## src/hw/wasc_pkg.sv

```systemverilog
// Purpose : Constants for the waveform auto-shutdown control block
// Assumes : APB slave, 32-bit data, one word per register
// Notes   : Offsets are byte addresses
package wasc_pkg;

    // ---------------------------------------------------------------
    // Register byte offsets
    // ---------------------------------------------------------------
    localparam logic [7:0] WASC_OFS_CTRL    = 8'h00;
    localparam logic [7:0] WASC_OFS_SRC_EN  = 8'h04;
    localparam logic [7:0] WASC_OFS_POL     = 8'h08;
    localparam logic [7:0] WASC_OFS_DB_RISE = 8'h0c;
    localparam logic [7:0] WASC_OFS_DB_FALL = 8'h10;
    localparam logic [7:0] WASC_OFS_IRQ_ST  = 8'h14;
    localparam logic [7:0] WASC_OFS_IRQ_MSK = 8'h18;

    // ---------------------------------------------------------------
    // Shutdown control field positions
    // ---------------------------------------------------------------
    localparam int WASC_BIT_SHUTDOWN = 7;
    localparam int WASC_BIT_RESTART  = 6;
    localparam int WASC_POS_BD_LVL   = 4;
    localparam int WASC_POS_AC_LVL   = 2;

    // ---------------------------------------------------------------
    // Shutdown level encodings
    // ---------------------------------------------------------------
    localparam logic [1:0] WASC_LVL_HIGH     = 2'h3;
    localparam logic [1:0] WASC_LVL_LOW      = 2'h2;
    localparam logic [1:0] WASC_LVL_TRISTATE = 2'h1;
    localparam logic [1:0] WASC_LVL_INACTIVE = 2'h0;

    // ---------------------------------------------------------------
    // Reset values
    // ---------------------------------------------------------------
    localparam logic [7:0] WASC_RST_CTRL   = 8'h00;
    localparam logic [5:0] WASC_RST_SRC_EN = 6'h00;
    localparam logic [3:0] WASC_RST_POL    = 4'h0;
    localparam logic [5:0] WASC_RST_DB     = 6'h00;

    // ---------------------------------------------------------------
    // Output states
    // ---------------------------------------------------------------
    typedef enum logic [2:0]
    {
        WASC_RUN      = 3'b001,
        WASC_SHUT     = 3'b010,
        WASC_WAIT_RISE = 3'b100
    } wasc_state_type;

endpackage

```

## src/hw/wasc_top.sv

```systemverilog
// Purpose : Auto-shutdown and restart control of a complementary waveform generator
// Assumes : Shutdown sources and data input synchronous to pclk
// Notes   : Outputs a..d with active-low output enables
//
// Overview of operation
// - Status bit 7 reads one while shutdown is in effect.
// - Bit 6 enables automatic restart; otherwise software clears status.
// - B/D shutdown level: 11 high, 10 low, 01 tri-state, 00 inactive.
// - A/C shutdown level field, same encoding, bits 3-2.
// - After status clears, hold shutdown levels until next data rising edge.
// - Six shutdown sources, each gated by its own enable bit.
// - Unimplemented bits, including control bits 1-0, read as zero.
//
// The APB register port and the placing of the registers were left to the implementer.
module wasc_top
#(
    parameter int NUM_SRC = 6
)
(
    // Clock and reset
    input  wire logic               pclk,
    input  wire logic               presetn,
    // APB slave
    input  wire logic               psel,
    input  wire logic               penable,
    input  wire logic               pwrite,
    input  wire logic [7:0]         paddr,
    input  wire logic [31:0]        pwdata,
    output logic      [31:0]        prdata,
    output logic                    pready,
    output logic                    pslverr,
    // Waveform side
    input  wire logic               wave_data,
    input  wire logic [3:0]         wave_drive,
    input  wire logic [NUM_SRC-1:0] shutdown_src,
    // Outputs a, b, c, d
    output logic      [3:0]         wave_out,
    output logic      [3:0]         wave_oe_n,
    // Interrupt
    output logic                    irq
);

    // ---------------------------------------------------------------
    // State
    // ---------------------------------------------------------------
    logic [7:0]         ctrl_ff;
    logic [NUM_SRC-1:0] src_en_ff;
    logic [3:0]         pol_ff;
    logic [5:0]         rise_deadband_ff;
    logic [5:0]         fall_deadband_ff;
    logic [1:0]         irq_st_ff;
    logic [1:0]         irq_msk_ff;
    logic               data_d_ff;
    logic [5:0]         db_cnt_ff;
    logic [3:0]         wave_out_ff;
    logic [3:0]         wave_oe_n_ff;
    wasc_pkg::wasc_state_type state_ff;
    wasc_pkg::wasc_state_type nxt_state;

    // ---------------------------------------------------------------
    // Bus decode
    // ---------------------------------------------------------------
    wire wr_en     = psel && penable && pwrite;
    wire rd_en     = psel && penable && !pwrite;
    wire sel_ctrl  = paddr == wasc_pkg::WASC_OFS_CTRL;
    wire sel_src   = paddr == wasc_pkg::WASC_OFS_SRC_EN;
    wire sel_pol   = paddr == wasc_pkg::WASC_OFS_POL;
    wire sel_dbr   = paddr == wasc_pkg::WASC_OFS_DB_RISE;
    wire sel_dbf   = paddr == wasc_pkg::WASC_OFS_DB_FALL;
    wire sel_ist   = paddr == wasc_pkg::WASC_OFS_IRQ_ST;
    wire sel_imsk  = paddr == wasc_pkg::WASC_OFS_IRQ_MSK;
    wire mapped    = sel_ctrl || sel_src || sel_pol || sel_dbr || sel_dbf
                     || sel_ist || sel_imsk;
    wire wr_ctrl   = wr_en && sel_ctrl;

    assign pready  = 1'b1;
    assign pslverr = psel && penable && !mapped;

    // ---------------------------------------------------------------
    // Shutdown detection
    // ---------------------------------------------------------------
    wire [NUM_SRC-1:0] src_hit = shutdown_src & src_en_ff;
    wire any_src     = |src_hit;
    wire auto_rst    = ctrl_ff[wasc_pkg::WASC_BIT_RESTART];
    // Software clear only lands while no source holds the event
    wire sw_clr      = wr_ctrl && !pwdata[wasc_pkg::WASC_BIT_SHUTDOWN];
    wire hw_clr      = auto_rst && !any_src;
    wire status      = ctrl_ff[wasc_pkg::WASC_BIT_SHUTDOWN];
    wire nxt_status  = any_src || (status && !(sw_clr || hw_clr));
    wire rise_edge   = wave_data && !data_d_ff;
    wire [1:0] lvl_bd = ctrl_ff[wasc_pkg::WASC_POS_BD_LVL +: 2];
    wire [1:0] lvl_ac = ctrl_ff[wasc_pkg::WASC_POS_AC_LVL +: 2];
    wire shut_evt    = any_src && !status;
    wire restart_evt = (state_ff == wasc_pkg::WASC_WAIT_RISE) && rise_edge;

    // ---------------------------------------------------------------
    // Output state machine
    // ---------------------------------------------------------------
    always_comb
    begin
        nxt_state = state_ff;
        unique case (state_ff)
            wasc_pkg::WASC_RUN:
            begin
                if (nxt_status)
                    nxt_state = wasc_pkg::WASC_SHUT;
            end
            wasc_pkg::WASC_SHUT:
            begin
                if (!nxt_status)
                    nxt_state = wasc_pkg::WASC_WAIT_RISE;
            end
            wasc_pkg::WASC_WAIT_RISE:
            begin
                if (nxt_status)
                    nxt_state = wasc_pkg::WASC_SHUT;
                else if (rise_edge)
                    nxt_state = wasc_pkg::WASC_RUN;
            end
            default:
                nxt_state = wasc_pkg::WASC_SHUT;
        endcase
    end

    // Inactive level waits out the longer dead-band before it settles
    wire [5:0] db_max   = (rise_deadband_ff > fall_deadband_ff) ? rise_deadband_ff
                                                               : fall_deadband_ff;
    wire db_done        = db_cnt_ff == 6'h00;
    wire in_shut        = state_ff != wasc_pkg::WASC_RUN;

    // ---------------------------------------------------------------
    // Per-output drive selection
    // ---------------------------------------------------------------
    logic [3:0] nxt_out;
    logic [3:0] nxt_oe_n;
    genvar gi;
    generate
        for (gi = 0; gi < 4; gi++)
        begin : g_out
            // Outputs a and c use the A/C field, b and d the B/D field
            wire [1:0] lvl = (gi == 0 || gi == 2) ? lvl_ac : lvl_bd;
            always_comb
            begin
                nxt_out[gi]  = wave_drive[gi] ^ pol_ff[gi];
                nxt_oe_n[gi] = 1'b0;
                if (in_shut)
                begin
                    unique case (lvl)
                        wasc_pkg::WASC_LVL_HIGH:     nxt_out[gi] = 1'b1;
                        wasc_pkg::WASC_LVL_LOW:      nxt_out[gi] = 1'b0;
                        wasc_pkg::WASC_LVL_TRISTATE:
                        begin
                            nxt_out[gi]  = 1'b0;
                            nxt_oe_n[gi] = 1'b1;
                        end
                        wasc_pkg::WASC_LVL_INACTIVE:
                        begin
                            // Until dead-band expires the previous level stands
                            nxt_out[gi] = db_done ? pol_ff[gi] : wave_out_ff[gi];
                        end
                    endcase
                end
            end
        end
    endgenerate

    // ---------------------------------------------------------------
    // Registers
    // ---------------------------------------------------------------
    always_ff @(posedge pclk or negedge presetn)
    begin
        if (!presetn)
        begin
            ctrl_ff          <= wasc_pkg::WASC_RST_CTRL;
            src_en_ff        <= '0;
            pol_ff           <= wasc_pkg::WASC_RST_POL;
            rise_deadband_ff <= wasc_pkg::WASC_RST_DB;
            fall_deadband_ff <= wasc_pkg::WASC_RST_DB;
            irq_msk_ff       <= 2'h0;
        end
        else
        begin
            ctrl_ff[wasc_pkg::WASC_BIT_SHUTDOWN] <= nxt_status;
            ctrl_ff[1:0] <= 2'h0;
            if (wr_ctrl)
                ctrl_ff[6:2] <= pwdata[6:2];
            if (wr_en && sel_src)
                src_en_ff <= pwdata[NUM_SRC-1:0];
            if (wr_en && sel_pol)
                pol_ff <= pwdata[3:0];
            if (wr_en && sel_dbr)
                rise_deadband_ff <= pwdata[5:0];
            if (wr_en && sel_dbf)
                fall_deadband_ff <= pwdata[5:0];
            if (wr_en && sel_imsk)
                irq_msk_ff <= pwdata[1:0];
        end
    end

    // Sticky events: set wins over write-one-to-clear
    wire [1:0] irq_set = {restart_evt, shut_evt};
    wire [1:0] irq_clr = (wr_en && sel_ist) ? pwdata[1:0] : 2'h0;

    always_ff @(posedge pclk or negedge presetn)
    begin
        if (!presetn)
        begin
            irq_st_ff    <= 2'h0;
            state_ff     <= wasc_pkg::WASC_RUN;
            data_d_ff    <= 1'b0;
            db_cnt_ff    <= wasc_pkg::WASC_RST_DB;
            wave_out_ff  <= 4'h0;
            wave_oe_n_ff <= 4'h0;
        end
        else
        begin
            irq_st_ff    <= irq_set | (irq_st_ff & ~irq_clr);
            state_ff     <= nxt_state;
            data_d_ff    <= wave_data;
            db_cnt_ff    <= !in_shut ? db_max : (db_done ? db_cnt_ff : db_cnt_ff - 6'h01);
            wave_out_ff  <= nxt_out;
            wave_oe_n_ff <= nxt_oe_n;
        end
    end

    // ---------------------------------------------------------------
    // Read data and outputs
    // ---------------------------------------------------------------
    wire [31:0] rd_mux =
        sel_ctrl ? {24'h0, ctrl_ff[7:2], 2'h0} :
        sel_src  ? {{(32-NUM_SRC){1'b0}}, src_en_ff} :
        sel_pol  ? {28'h0, pol_ff} :
        sel_dbr  ? {26'h0, rise_deadband_ff} :
        sel_dbf  ? {26'h0, fall_deadband_ff} :
        sel_ist  ? {30'h0, irq_st_ff} :
        sel_imsk ? {30'h0, irq_msk_ff} : 32'h0;

    always_ff @(posedge pclk or negedge presetn)
    begin
        if (!presetn)
            prdata <= 32'h0;
        else if (psel && !penable && !pwrite)
            prdata <= rd_mux;
    end

    assign wave_out  = wave_out_ff;
    assign wave_oe_n = wave_oe_n_ff;
    assign irq       = |(irq_st_ff & irq_msk_ff);

endmodule

```

## config.mk

```make
export PLATFORM = sky130hd
export DESIGN_NAME = wasc_top
export DESIGN_NICKNAME = d
export VERILOG_FILES = /design/src/hw/wasc_pkg.sv /design/src/hw/wasc_top.sv
export SDC_FILE = /design/constraint.sdc
export NUM_CORES = 1
export LEC_CHECK = 0
export BUFFER_PORTS_ARGS = -buffer_cell sky130_fd_sc_hd__buf_4
export CORE_AREA = 4 4 99 78
export DETAILED_ROUTE_END_ITERATION = 10
export DIE_AREA = 0 0 103 82
export HOLD_SLACK_MARGIN = 0.05
export PLACE_DENSITY = 0.74
export SLEW_MARGIN = 10
export SYNTH_ARGS = -nofsm -noshare
export SYNTH_HDL_FRONTEND = slang
export SYNTH_SLANG_ARGS = --single-unit
```

## constraint.sdc

```tcl
create_clock -name pclk -period 5.3 [get_ports pclk]
set_input_delay 0.795 -clock pclk [delete_from_list [all_inputs] [get_ports pclk]]
set_output_delay 0.795 -clock pclk [all_outputs]
set_load 0.02 [all_outputs]
```

# [After elaboration in Yosys (flattened, before gate mapping)]
# Cells that the tools add are included.
# W data, S select, Z words.
[totals] in_bits=56 out_inout_bits=43 register_bits=82
[op_classes] mux=32 reduce_logical=43 addsub=1 n_eq_ne=22 bitwise=9 magnitude_cmp=1
[op_table] op="$mux W6" n=7
[op_table] op="$eq A8 B5 Y1 const B" n=3
[op_table] op="$logic_and A1 B1 Y1" n=18
[op_table] op="$eq A8 B4 Y1 const B" n=2
[op_table] op="$mux W1" n=12
[op_table] op="$mux W3" n=4
[op_table] op="$pmux W1 S3" n=4
[op_table] op="$ne A3 B3 Y1 const B" n=3
[op_table] op="$pmux W3 S3" n=1
[op_table] op="$eq A2 B2 Y1 const B" n=4
[op_table] op="$eq A8 B3 Y1 const B" n=1
[op_table] op="$logic_not A1 Y1" n=8
[op_table] op="$logic_not A8 Y1" n=1
[op_table] op="$logic_or A1 B1 Y1" n=8
[op_table] op="$mux W8" n=1
[op_table] op="$and A6 B6 Y6" n=1
[op_table] op="$gt A6 B6 Y1" n=1
[op_table] op="$logic_not A6 Y1" n=1
[op_table] op="$mux W2" n=3
[op_table] op="$ne A2 B2 Y1 const B" n=3
[op_table] op="$reduce_or A2 Y1" n=3
[op_table] op="$reduce_or A6 Y1" n=1
[op_table] op="$sub A6 B1 Y6 const B" n=1
[op_table] op="$and A2 B2 Y2" n=2
[op_table] op="other kinds (10)" n=15

# [Depth between registers and ports, before layout]
# Gate-level depths: netlist of the first run.
[logic_depth] ltp_word=10 ltp_mapped=8 depth_no_buf=7

# [Worst setup path before layout of the first run]
# OpenSTA, ideal clock, no wires.
[synth_timing] path_type="in2out" start="in paddr[3]" end="out pslverr" slack_ns=2.818 t_required_ns=4.505 cell_stages=4 arrival_ns=1.687 n_path_buf=2 cell_sequence="buf_2 > clkbuf_1 > nand3_1 > a21oi_1"
[synth_between] elab_chain_cells=9 elab_cells_between_ends=15 cone_classes="eq/ne: 6; reduce/logical: 9"
[synth_lines] item="start: declaration" line_no="wasc_top.sv:27" rtl="input wire logic [7:0] paddr,"
[synth_lines] item="$eq A8 B3 Y1 / $logic_not A8 Y1 (equally long branches)" line_no="wasc_top.sv:66, wasc_top.sv:65"
[synth_lines] item="$logic_or A1 B1 Y1 (4 in series)" line_no="wasc_top.sv:72" rtl="wire mapped = sel_ctrl || sel_src || sel_pol || sel_dbr || sel_dbf"
[synth_lines] item="$logic_or A1 B1 Y1" line_no="wasc_top.sv:73" rtl="|| sel_ist || sel_imsk;"
[synth_lines] item="$logic_or A1 B1 Y1 *" line_no="wasc_top.sv:73"
[synth_lines] item="$logic_not A1 Y1 *" line_no="wasc_top.sv:77" rtl="assign pslverr = psel && penable && !mapped;"
[synth_lines] item="$logic_and A1 B1 Y1 *" line_no="wasc_top.sv:77"
[synth_lines] item="end: declaration" line_no="wasc_top.sv:31" rtl="output logic pslverr,"
# Mark *: on every way between the ends. The rest lies on a longest branch, timed or not.

# [Worst setup path in the final report of the first run]
[layout_timing] start="in paddr[5]" end="out pslverr"
# The elaborated chain is that of the path after synthesis.

==> results of run 1 <==
metrics by stage:
stage | utilization, % | instance area, µm² | std cells | hold WS [ns] | power, mW
3_5_place_dp | 54.0 | 3620 | 461 | 0.484 | 0.858
4_1_cts | 55.4 | 3710 | 469 | 0.507 | 1.11
3_3_place_gp | 54.0 | 3620 | 461 | 0.472 | 0.847
6_report | 55.4 | 3710 | 469 | 0.502 | 1.10
2_1_floorplan | - | 3400 | 368 | 0.456 | 0.769
5_1_grt | 55.4 | 3710 | 469 | 0.521 | 1.17
layout by cell type, fill, tap and decap left out, drive strengths merged, types with 7 or more instances in the layout:
cell type,instances
inv,14
dfrtp,55
a21oi,17
nor2,26
nor3,9
conb,25
o21ai,20
buf,50
ha,11
mux2,28
clkbuf,7
nand3,21
nand2,25
cell type report:
class | instances | area [µm²]
clock inverters | 1 | 7.51
flip-flops and latches | 56 | 1400
repair buffers | 50 | 375
inverters | 14 | 52.6
fillers | 595 | 2990
multi-input cells | 257 | 1680
clock buffers | 7 | 86.3
well taps | 84 | 105
per-layer routing:
layer  share of wire (%)  wire, µm  vias to the layer above  global-route usage [%]
li1                    -         -                     1266                       -
met1                  45      3430                     1262                    26.7
met2                  46      3540                      101                    29.1
met3                 7.3       557                       13                    3.90
met4                 1.4       104                        0                    4.79
met5                   0         0                        -                       0
worst max-delay path, delay by kind of cell:
family | cells | cell delay (ns)
simple gates | 2 | 0.83
buf+inv | 2 | 0.31
compound gates | 1 | 0.12
worst max path at each step:
stage,from,endpoint,slack (ns),cells past startpoint
after global routing,paddr[5],pslverr,2.39,5
after floorplan,paddr[3],pslverr,2.82,4
final,paddr[5],pslverr,2.44,5
after CTS,paddr[5],pslverr,2.49,5
after detailed placement,paddr[5],pslverr,2.50,5
after global placement,paddr[5],pslverr,2.50,5
cell families after synthesis:
kind of cell | synth area share, %
flops | 42.3
simple gates | 18.3
fa+ha+maj | 4.15
xor+xnor | 1.06
other cells | 0.227
mux | 10.1
buf+inv | 9.48
compound gates | 14.3
power breakdown:
part | switching [mW] | internal [mW]
Sequential | 0.0501 | 0.486
Clock | 0.145 | 0.107
Combinational | 0.174 | 0.138
Total | 0.369 | 0.731
state kept, by name, summed over array words and instances (netlist names):
signal,cells
prdata,8
ctrl_ff,6
db_cnt_ff,6
fall_deadband_ff,6
rise_deadband_ff,6
src_en_ff,6
pol_ff,4
wave_out,4
state_ff,3
irq_msk_ff,2
irq_st_ff,2
wave_oe_n,2
data_d_ff,1
==> results by stage, run 1 <==
Floorplan:
- The chip height is 82 µm.
- The floorplan has 26 rows.
- The number of ports placed on the die boundary is 99.
- The horizontal die dimension is 103 µm.
- For this configuration, the core starts out at a cell density of slightly below 50%.
- The region available for standard cell placement spans 6700 µm².
- The floorplan step defined a die boundary enclosing 8450 µm².

Worst setup path:
- The critical register-to-register path startpoint is fall_deadband_ff[4].
- The type of element capturing the critical path is an output pin.
- The worst register-to-register path ends at db_cnt_ff[2].
- In this run the worst path has a maximum fanout of 3.
- The slowest cell on the critical path is nor3_1.
- The kind of critical path is input port to output pin.
- Among the stages of the critical path, the cell type that occurs most often is buf_4.
- Measured in cells, the most critical reg-to-reg path has a length of 6.
- The register-to-register setup slack is 3.06 ns.
- The worst stage delay on the critical path is 0.42 ns.
- The signal on the critical path passes through buf_4 > or3_1 > nor3_1 > a21oi_1 > buf_4.
- The worst setup path is launched from an input port.
- STA puts the critical path data required time at 4.51 ns.
- The endpoint arrival time on the critical path is 2.06 ns.

Place:
- Prior to clock tree synthesis, the placed netlist has a worst setup slack of 2.50 ns.
- The count of buffers inserted at the top-level ports is 49.
- The final estimated routing congestion in global placement is 0.863.
- The half-perimeter wire length of the detailed placement result is 5.82 mm.

Synth:
- For this run, the number of Yosys warnings is 0.
- The proportion of register bits with asynchronous set or reset after synthesis is 100%.
- The average instance area after synthesis is just under 10 µm².
- Counting flops and latches in the post-synthesis netlist gives 56.
- The prevailing post-synth register cell is dfrtp_1.
- Synthesis produced a netlist whose cell count is ~350.
- The synthesized netlist contains 57 unique library cells.
- By instance count, the leading cell after synthesis is dfrtp_1.
- The post-synthesis instance area is 3310 µm².
- Ranked by total cell area, the synthesized netlist is headed by dfrtp_1 42%, mux2_2 9.5%, buf_4 6.1%.
- The number of flops mapped to enable cells by yosys is 0.
- Of all cell types, the one taking the most synthesized area is dfrtp_1.
- The portion of the post-synthesis area used by sequential elements is 42.3%.
- The proportion of netlist area held by the largest area contributor is about two fifths.
- By count the netlist is led by 55 x dfrtp_1, 28 x mux2_2, 27 x buf_4.

STA:
- The final worst-path cycle share is 53.9%.
- The final number of setup-violating endpoints is 0.
- The post-route worst setup slack is 2.44 ns.
- The relative max-transition margin is a little over half.
- The total negative slack for setup checks is 0 ns.
- The clock skew is around 0.0067 ns.
- The number of hold-slack violations in the final timing report is 0.
- The transition time of the tightest slew-check pin is 0.718 ns.
- The number of max-slew violations in the final report is 0.
- Setup repair after global routing left no endpoint under its margin.
- The minimum period implied by the final worst setup slack is 2.86 ns.
- The achievable clock frequency is 0.350 GHz.

Clock network:
- The H-tree generated during clock tree synthesis spans 2 levels.
- The TritonCTS clock tree is yes.
- The number of clock buffers added by TritonCTS is 5.
- The tree built by TritonCTS fans out to 56 sinks.
- No sink is reached through more buffers than the 2 on the longest clock path.
- After clock tree synthesis, the setup repair step added 0 buffers.
- Clock latency on the worst-skew pair, taken at its later pin, is 0.31 ns.
- In this run the clock root is driven by a clkbuf_8.
- Post-CTS repair changed the size of 0 cells.
- The number of hold buffers added after cts is 0.
- Clock-pin slew was measured on the worst setup and hold paths at 0.10 ns.

Global routing:
- The total overflow left after global routing is 0.
- The overall routing resource usage is 18.7%.
- The wire length of the first global-routing pass is 12.4 mm.
- The via count of the first global-routing pass was ~2,600.
- The number of antenna violations at the first check in global routing is 0.
- Entering global routing, the biggest net connects between 50 and 60 pins.

Detailed routing:
- The number of vias in the routed layout is about 2,600.
- The post-detailed-route via-to-cell ratio is about 5.6.
- The first TritonRoute pass finished after 5 iterations.
- For this run, design rule violations remaining after detail routing come to 0.
- The number of DRC markers in iteration 0 is roughly 240.
- Once detail routing completed, the nets flagged for antenna violations numbered 0.
- Summed over all layers, the routed wires come to 7.63 mm.
- The wire length per cell after detailed routing is 16.3 µm.

Worst hold path:
- The worst hold path endpoint is prdata[0].
- The hold-critical path depth is 2.
- The launch point of the worst hold path is prdata[0].
- The type of the tightest min-delay check is register to register.

Final layout:
- The share of post-route cells with drive strength above 1 is 23.9%.
- The area added between synthesis and finish is 12.0%.
- The number of antenna diodes in the final layout is 0.
- The final layout contains 451 nets.

Run:
- The number of max-capacitance violations reported is 0.

Power:
- Summed over all cells, the static leakage comes to 1.75 nW.
- Power spread over the standard cell area amounts to between 200 and 300 nW/µm².
- The peak supply drop is 158 µV.

Status:
- The flow ran to the end, and the final reports show no timing, DRC or antenna violations.
No activity file was read; power rests on OpenSTA's default activity.
==> run 2, diff against run 1 <==
==> constraint.sdc (replaced) <==
create_clock -name pclk -period 2.8 [get_ports pclk]
set_input_delay 0.42 -clock pclk [delete_from_list [all_inputs] [get_ports pclk]]
set_output_delay 0.42 -clock pclk [all_outputs]
set_load 0.02 [all_outputs]
==> results by stage, run 2 (same netlist as run 1, synthesis figures left out) <==
Status:
- The run finished with clean final reports.

Clock network:
- The buffers inserted during post-CTS setup optimization came to 0 (unchanged).
- The root buffer cell chosen for the clock tree is clkbuf_8.
- The number of hold buffers added after cts was 0 (unchanged).
- The total clock buffers created by CTS is 5 (unchanged).
- The worst-skew pair later-pin latency was 0.31 ns (about the same).
- The clock-pin slew of the registers on the worst-case setup and hold paths is 0.10 ns (about the same).
- The maximum clock path buffer count is 2 (unchanged).
- The number of H-tree branching levels is 2 (unchanged).
- The number of gates resized after cts is 0 (unchanged).
- TritonCTS built the clock tree.
- The number of sinks handled by clock tree synthesis came to 56 (unchanged).

Detailed routing:
- Signal routing reaches up to met4.
- The total wire length after detailed routing came to 7.79 mm (+2.1%).
- The total length of routed met3 wires came to 499 µm (-10%).
- The routed length on met1 is 3.51 mm (+2.6%).
- The number of DRC violations after detailed routing is 0 (unchanged).
- The detailed-routing iteration count for the pre-antenna-repair pass came to 5 (unchanged).
- The post-route antenna net violation count is 0 (unchanged).
- The wire length per cell after detailed routing was 16.6 µm (+2.3%).
- The post-detailed-route via-to-cell ratio came to 5.75 (+2.0%).
- The routed wire length on met2 was 3.74 mm (+5.7%).
- The number of vias in the routed layout is 2,690 (+1.8%).
- The number of DRC markers in iteration 0 is 193 (-18%).

STA:
- The achievable clock frequency is 0.432 GHz.
- The transition time of the tightest slew-check pin came to 0.712 ns (-0.00561 ns).
- The number of max-slew violations in the final report is 0 (unchanged).
- The final number of setup-violating endpoints came to 0 (unchanged).
- The relative max-transition margin was 52.5% (+0.37 points).
- The minimum period implied by the final worst setup slack is 2.32 ns.
- Setup repair after global routing left no endpoint under its margin.
- The total negative slack for setup checks is 0 ns (unchanged).
- The number of hold-slack violations in the final timing report is 0 (unchanged).
- Of the available clock period, the critical path in the final layout requires around 83%.
- The clock skew is 0.0137 ns (+0.00696 ns).
- The post-route worst setup slack is 0.483 ns (-1.96 ns).

Floorplan:
- The chip height is 82 µm (unchanged).
- The horizontal die dimension is 103 µm (unchanged).
- The floorplan die area was 8450 µm² (unchanged).
- The number of ports placed on the die boundary was 99 (unchanged).
- The total number of placement rows was 26 (unchanged).
- The starting density of the core is 49.4% (unchanged).
- The placeable core region is 6700 µm² (unchanged).

Worst setup path:
- The worst path required time is 2.99 ns (-1.52 ns).
- The critical register-to-register path startpoint is fall_deadband_ff[4].
- The maximum fanout count along the critical path is 8 (+5).
- The endpoint arrival time on the critical path was 2.51 ns (+0.45 ns).
- The type of element capturing the critical path is a register.
- The startpoint of the worst setup timing path is fall_deadband_ff[4].
- The cell count of the worst reg-to-reg path is 6 (unchanged).
- The startpoint type of the worst setup path is a register.
- The kind of critical path is register to register.

Place:
- The count of buffers inserted at the top-level ports is 49 (unchanged).
- The final estimated routing congestion in global placement is 0.850 (-1.4%).
- The placement-stage worst setup slack came to 0.517 ns (-1.98 ns).
- The half-perimeter wire length of the detailed placement result is 5.97 mm (+2.6%).

Final layout:
- The share of post-route cells with drive strength above 1 is 24.0% (+0.062 points).
- The area added between synthesis and finish is 12.1% (about the same).
- In the layout the commonest cells are 55 x dfrtp_1, 50 x buf_4, 28 x mux2_2, 26 x nor2_1, 25 x conb_1.
- More flip-flops sit in one register than any other, and that register is prdata.
- The number of flip-flops under the largest register name is 8 (unchanged).
- The number of antenna repair diodes is 0 (unchanged).
- The most common cell after layout, fill and taps aside is dfrtp_1.
- The number of nets in the layout is 451 (unchanged).

Global routing:
- The via count of the first global-routing pass came to 2,602 (+1.6%).
- The wire length of the first global-routing pass came to 12.6 mm (+1.3%).
- The total grt overflow is 0 (unchanged).
- The overall routing resource usage is 19.0% (+0.31 points).
- The largest net degree at the start of global routing is 57 (unchanged).
- The number of antenna violations at the first check in global routing came to 0 (unchanged).

Power:
- The part of the total power dissipated in the clock network came to 22.9% (about the same).
- The cell area power density is 562 nW/µm² (+90%).
- The peak supply drop is 325 µV (+110%).
- The leakage component of the power is 1.76 nW (+0.33%).
- The sequential cell fraction of total power is 48.6% (about the same).
- The share of total power in combinational logic is 28.5% (about the same).
- The internal portion of total power is 1.40 mW (+92%).
- The net switching power figure came to 0.687 mW (+86%).
- The fraction of power spent switching nets is 32.9% (-0.68 points).

Worst hold path:
- The min-delay analysis places its worst path in the category input port to async pin.

Run:
- The number of max-capacitance violations reported is 0 (unchanged).
run 2: cell types whose count changed in the layout (fill, tap and decap cells not counted), sizes merged:
cell | before | now
clkinvlp | 1 | 0
run 2: worst paths after layout:
kind,end,slack [ns]
setup reg to reg,db_cnt_ff[2],0.48
max in group asynchronous,irq_st_ff[1],2.17
setup / recovery,db_cnt_ff[2],0.48
hold reg to reg,prdata[0],0.49
min in group pclk,data_d_ff,0.23
hold / removal,db_cnt_ff[4],0.15
run 2: critical path, stage by stage (launching register included):
cell       delay (ns)
dfrtp_1          0.44
inv_1            0.06
ha_1             0.30
a2111oi_0        0.47
a21oi_1          0.31
and2_1           0.30
o311ai_0         0.32
run 2: area by class of cell:
class / instances / area (µm²)
Multi-Input combinational cell: 257 / 1680
Clock buffer: 7 / 96.3
Fill cell: 614 / 2990
Sequential cell: 56 / 1400
Timing Repair Buffer: 50 / 375
Inverter: 14 / 52.6
Tap cell: 84 / 105
run 2: stage by stage:
stage                     cells  hold slack [ns]  util, %  power [mW]  cell area [µm²]
after floorplan             368            0.124        -        1.46             3400
after global placement      461            0.472     54.0        1.60             3620
after detailed placement    461            0.478     54.0        1.63             3620
after CTS                   468            0.178     55.4        2.10             3710
after global routing        468            0.197     55.4        2.23             3710
final                       468            0.147     55.4        2.09             3710
run 2: power by group through the flow:
stage,combinational [mW],sequential (mW),clock [mW]
final,0.595,1.01,0.479
after global routing,0.668,1.03,0.527
after CTS,0.599,1.01,0.490
after detailed placement,0.596,1.03,0
after global placement,0.580,1.02,0
after floorplan,0.425,1.03,0
run 2: per-layer routing:
| layer | GRT usage (%) | up-vias |
|---|---|---|
| li1 | - | 1271 |
| met1 | 26.4 | 1328 |
| met2 | 30.5 | 87 |
| met3 | 4.33 | 4 |
| met4 | 4.14 | 0 |
| met5 | 0 | - |
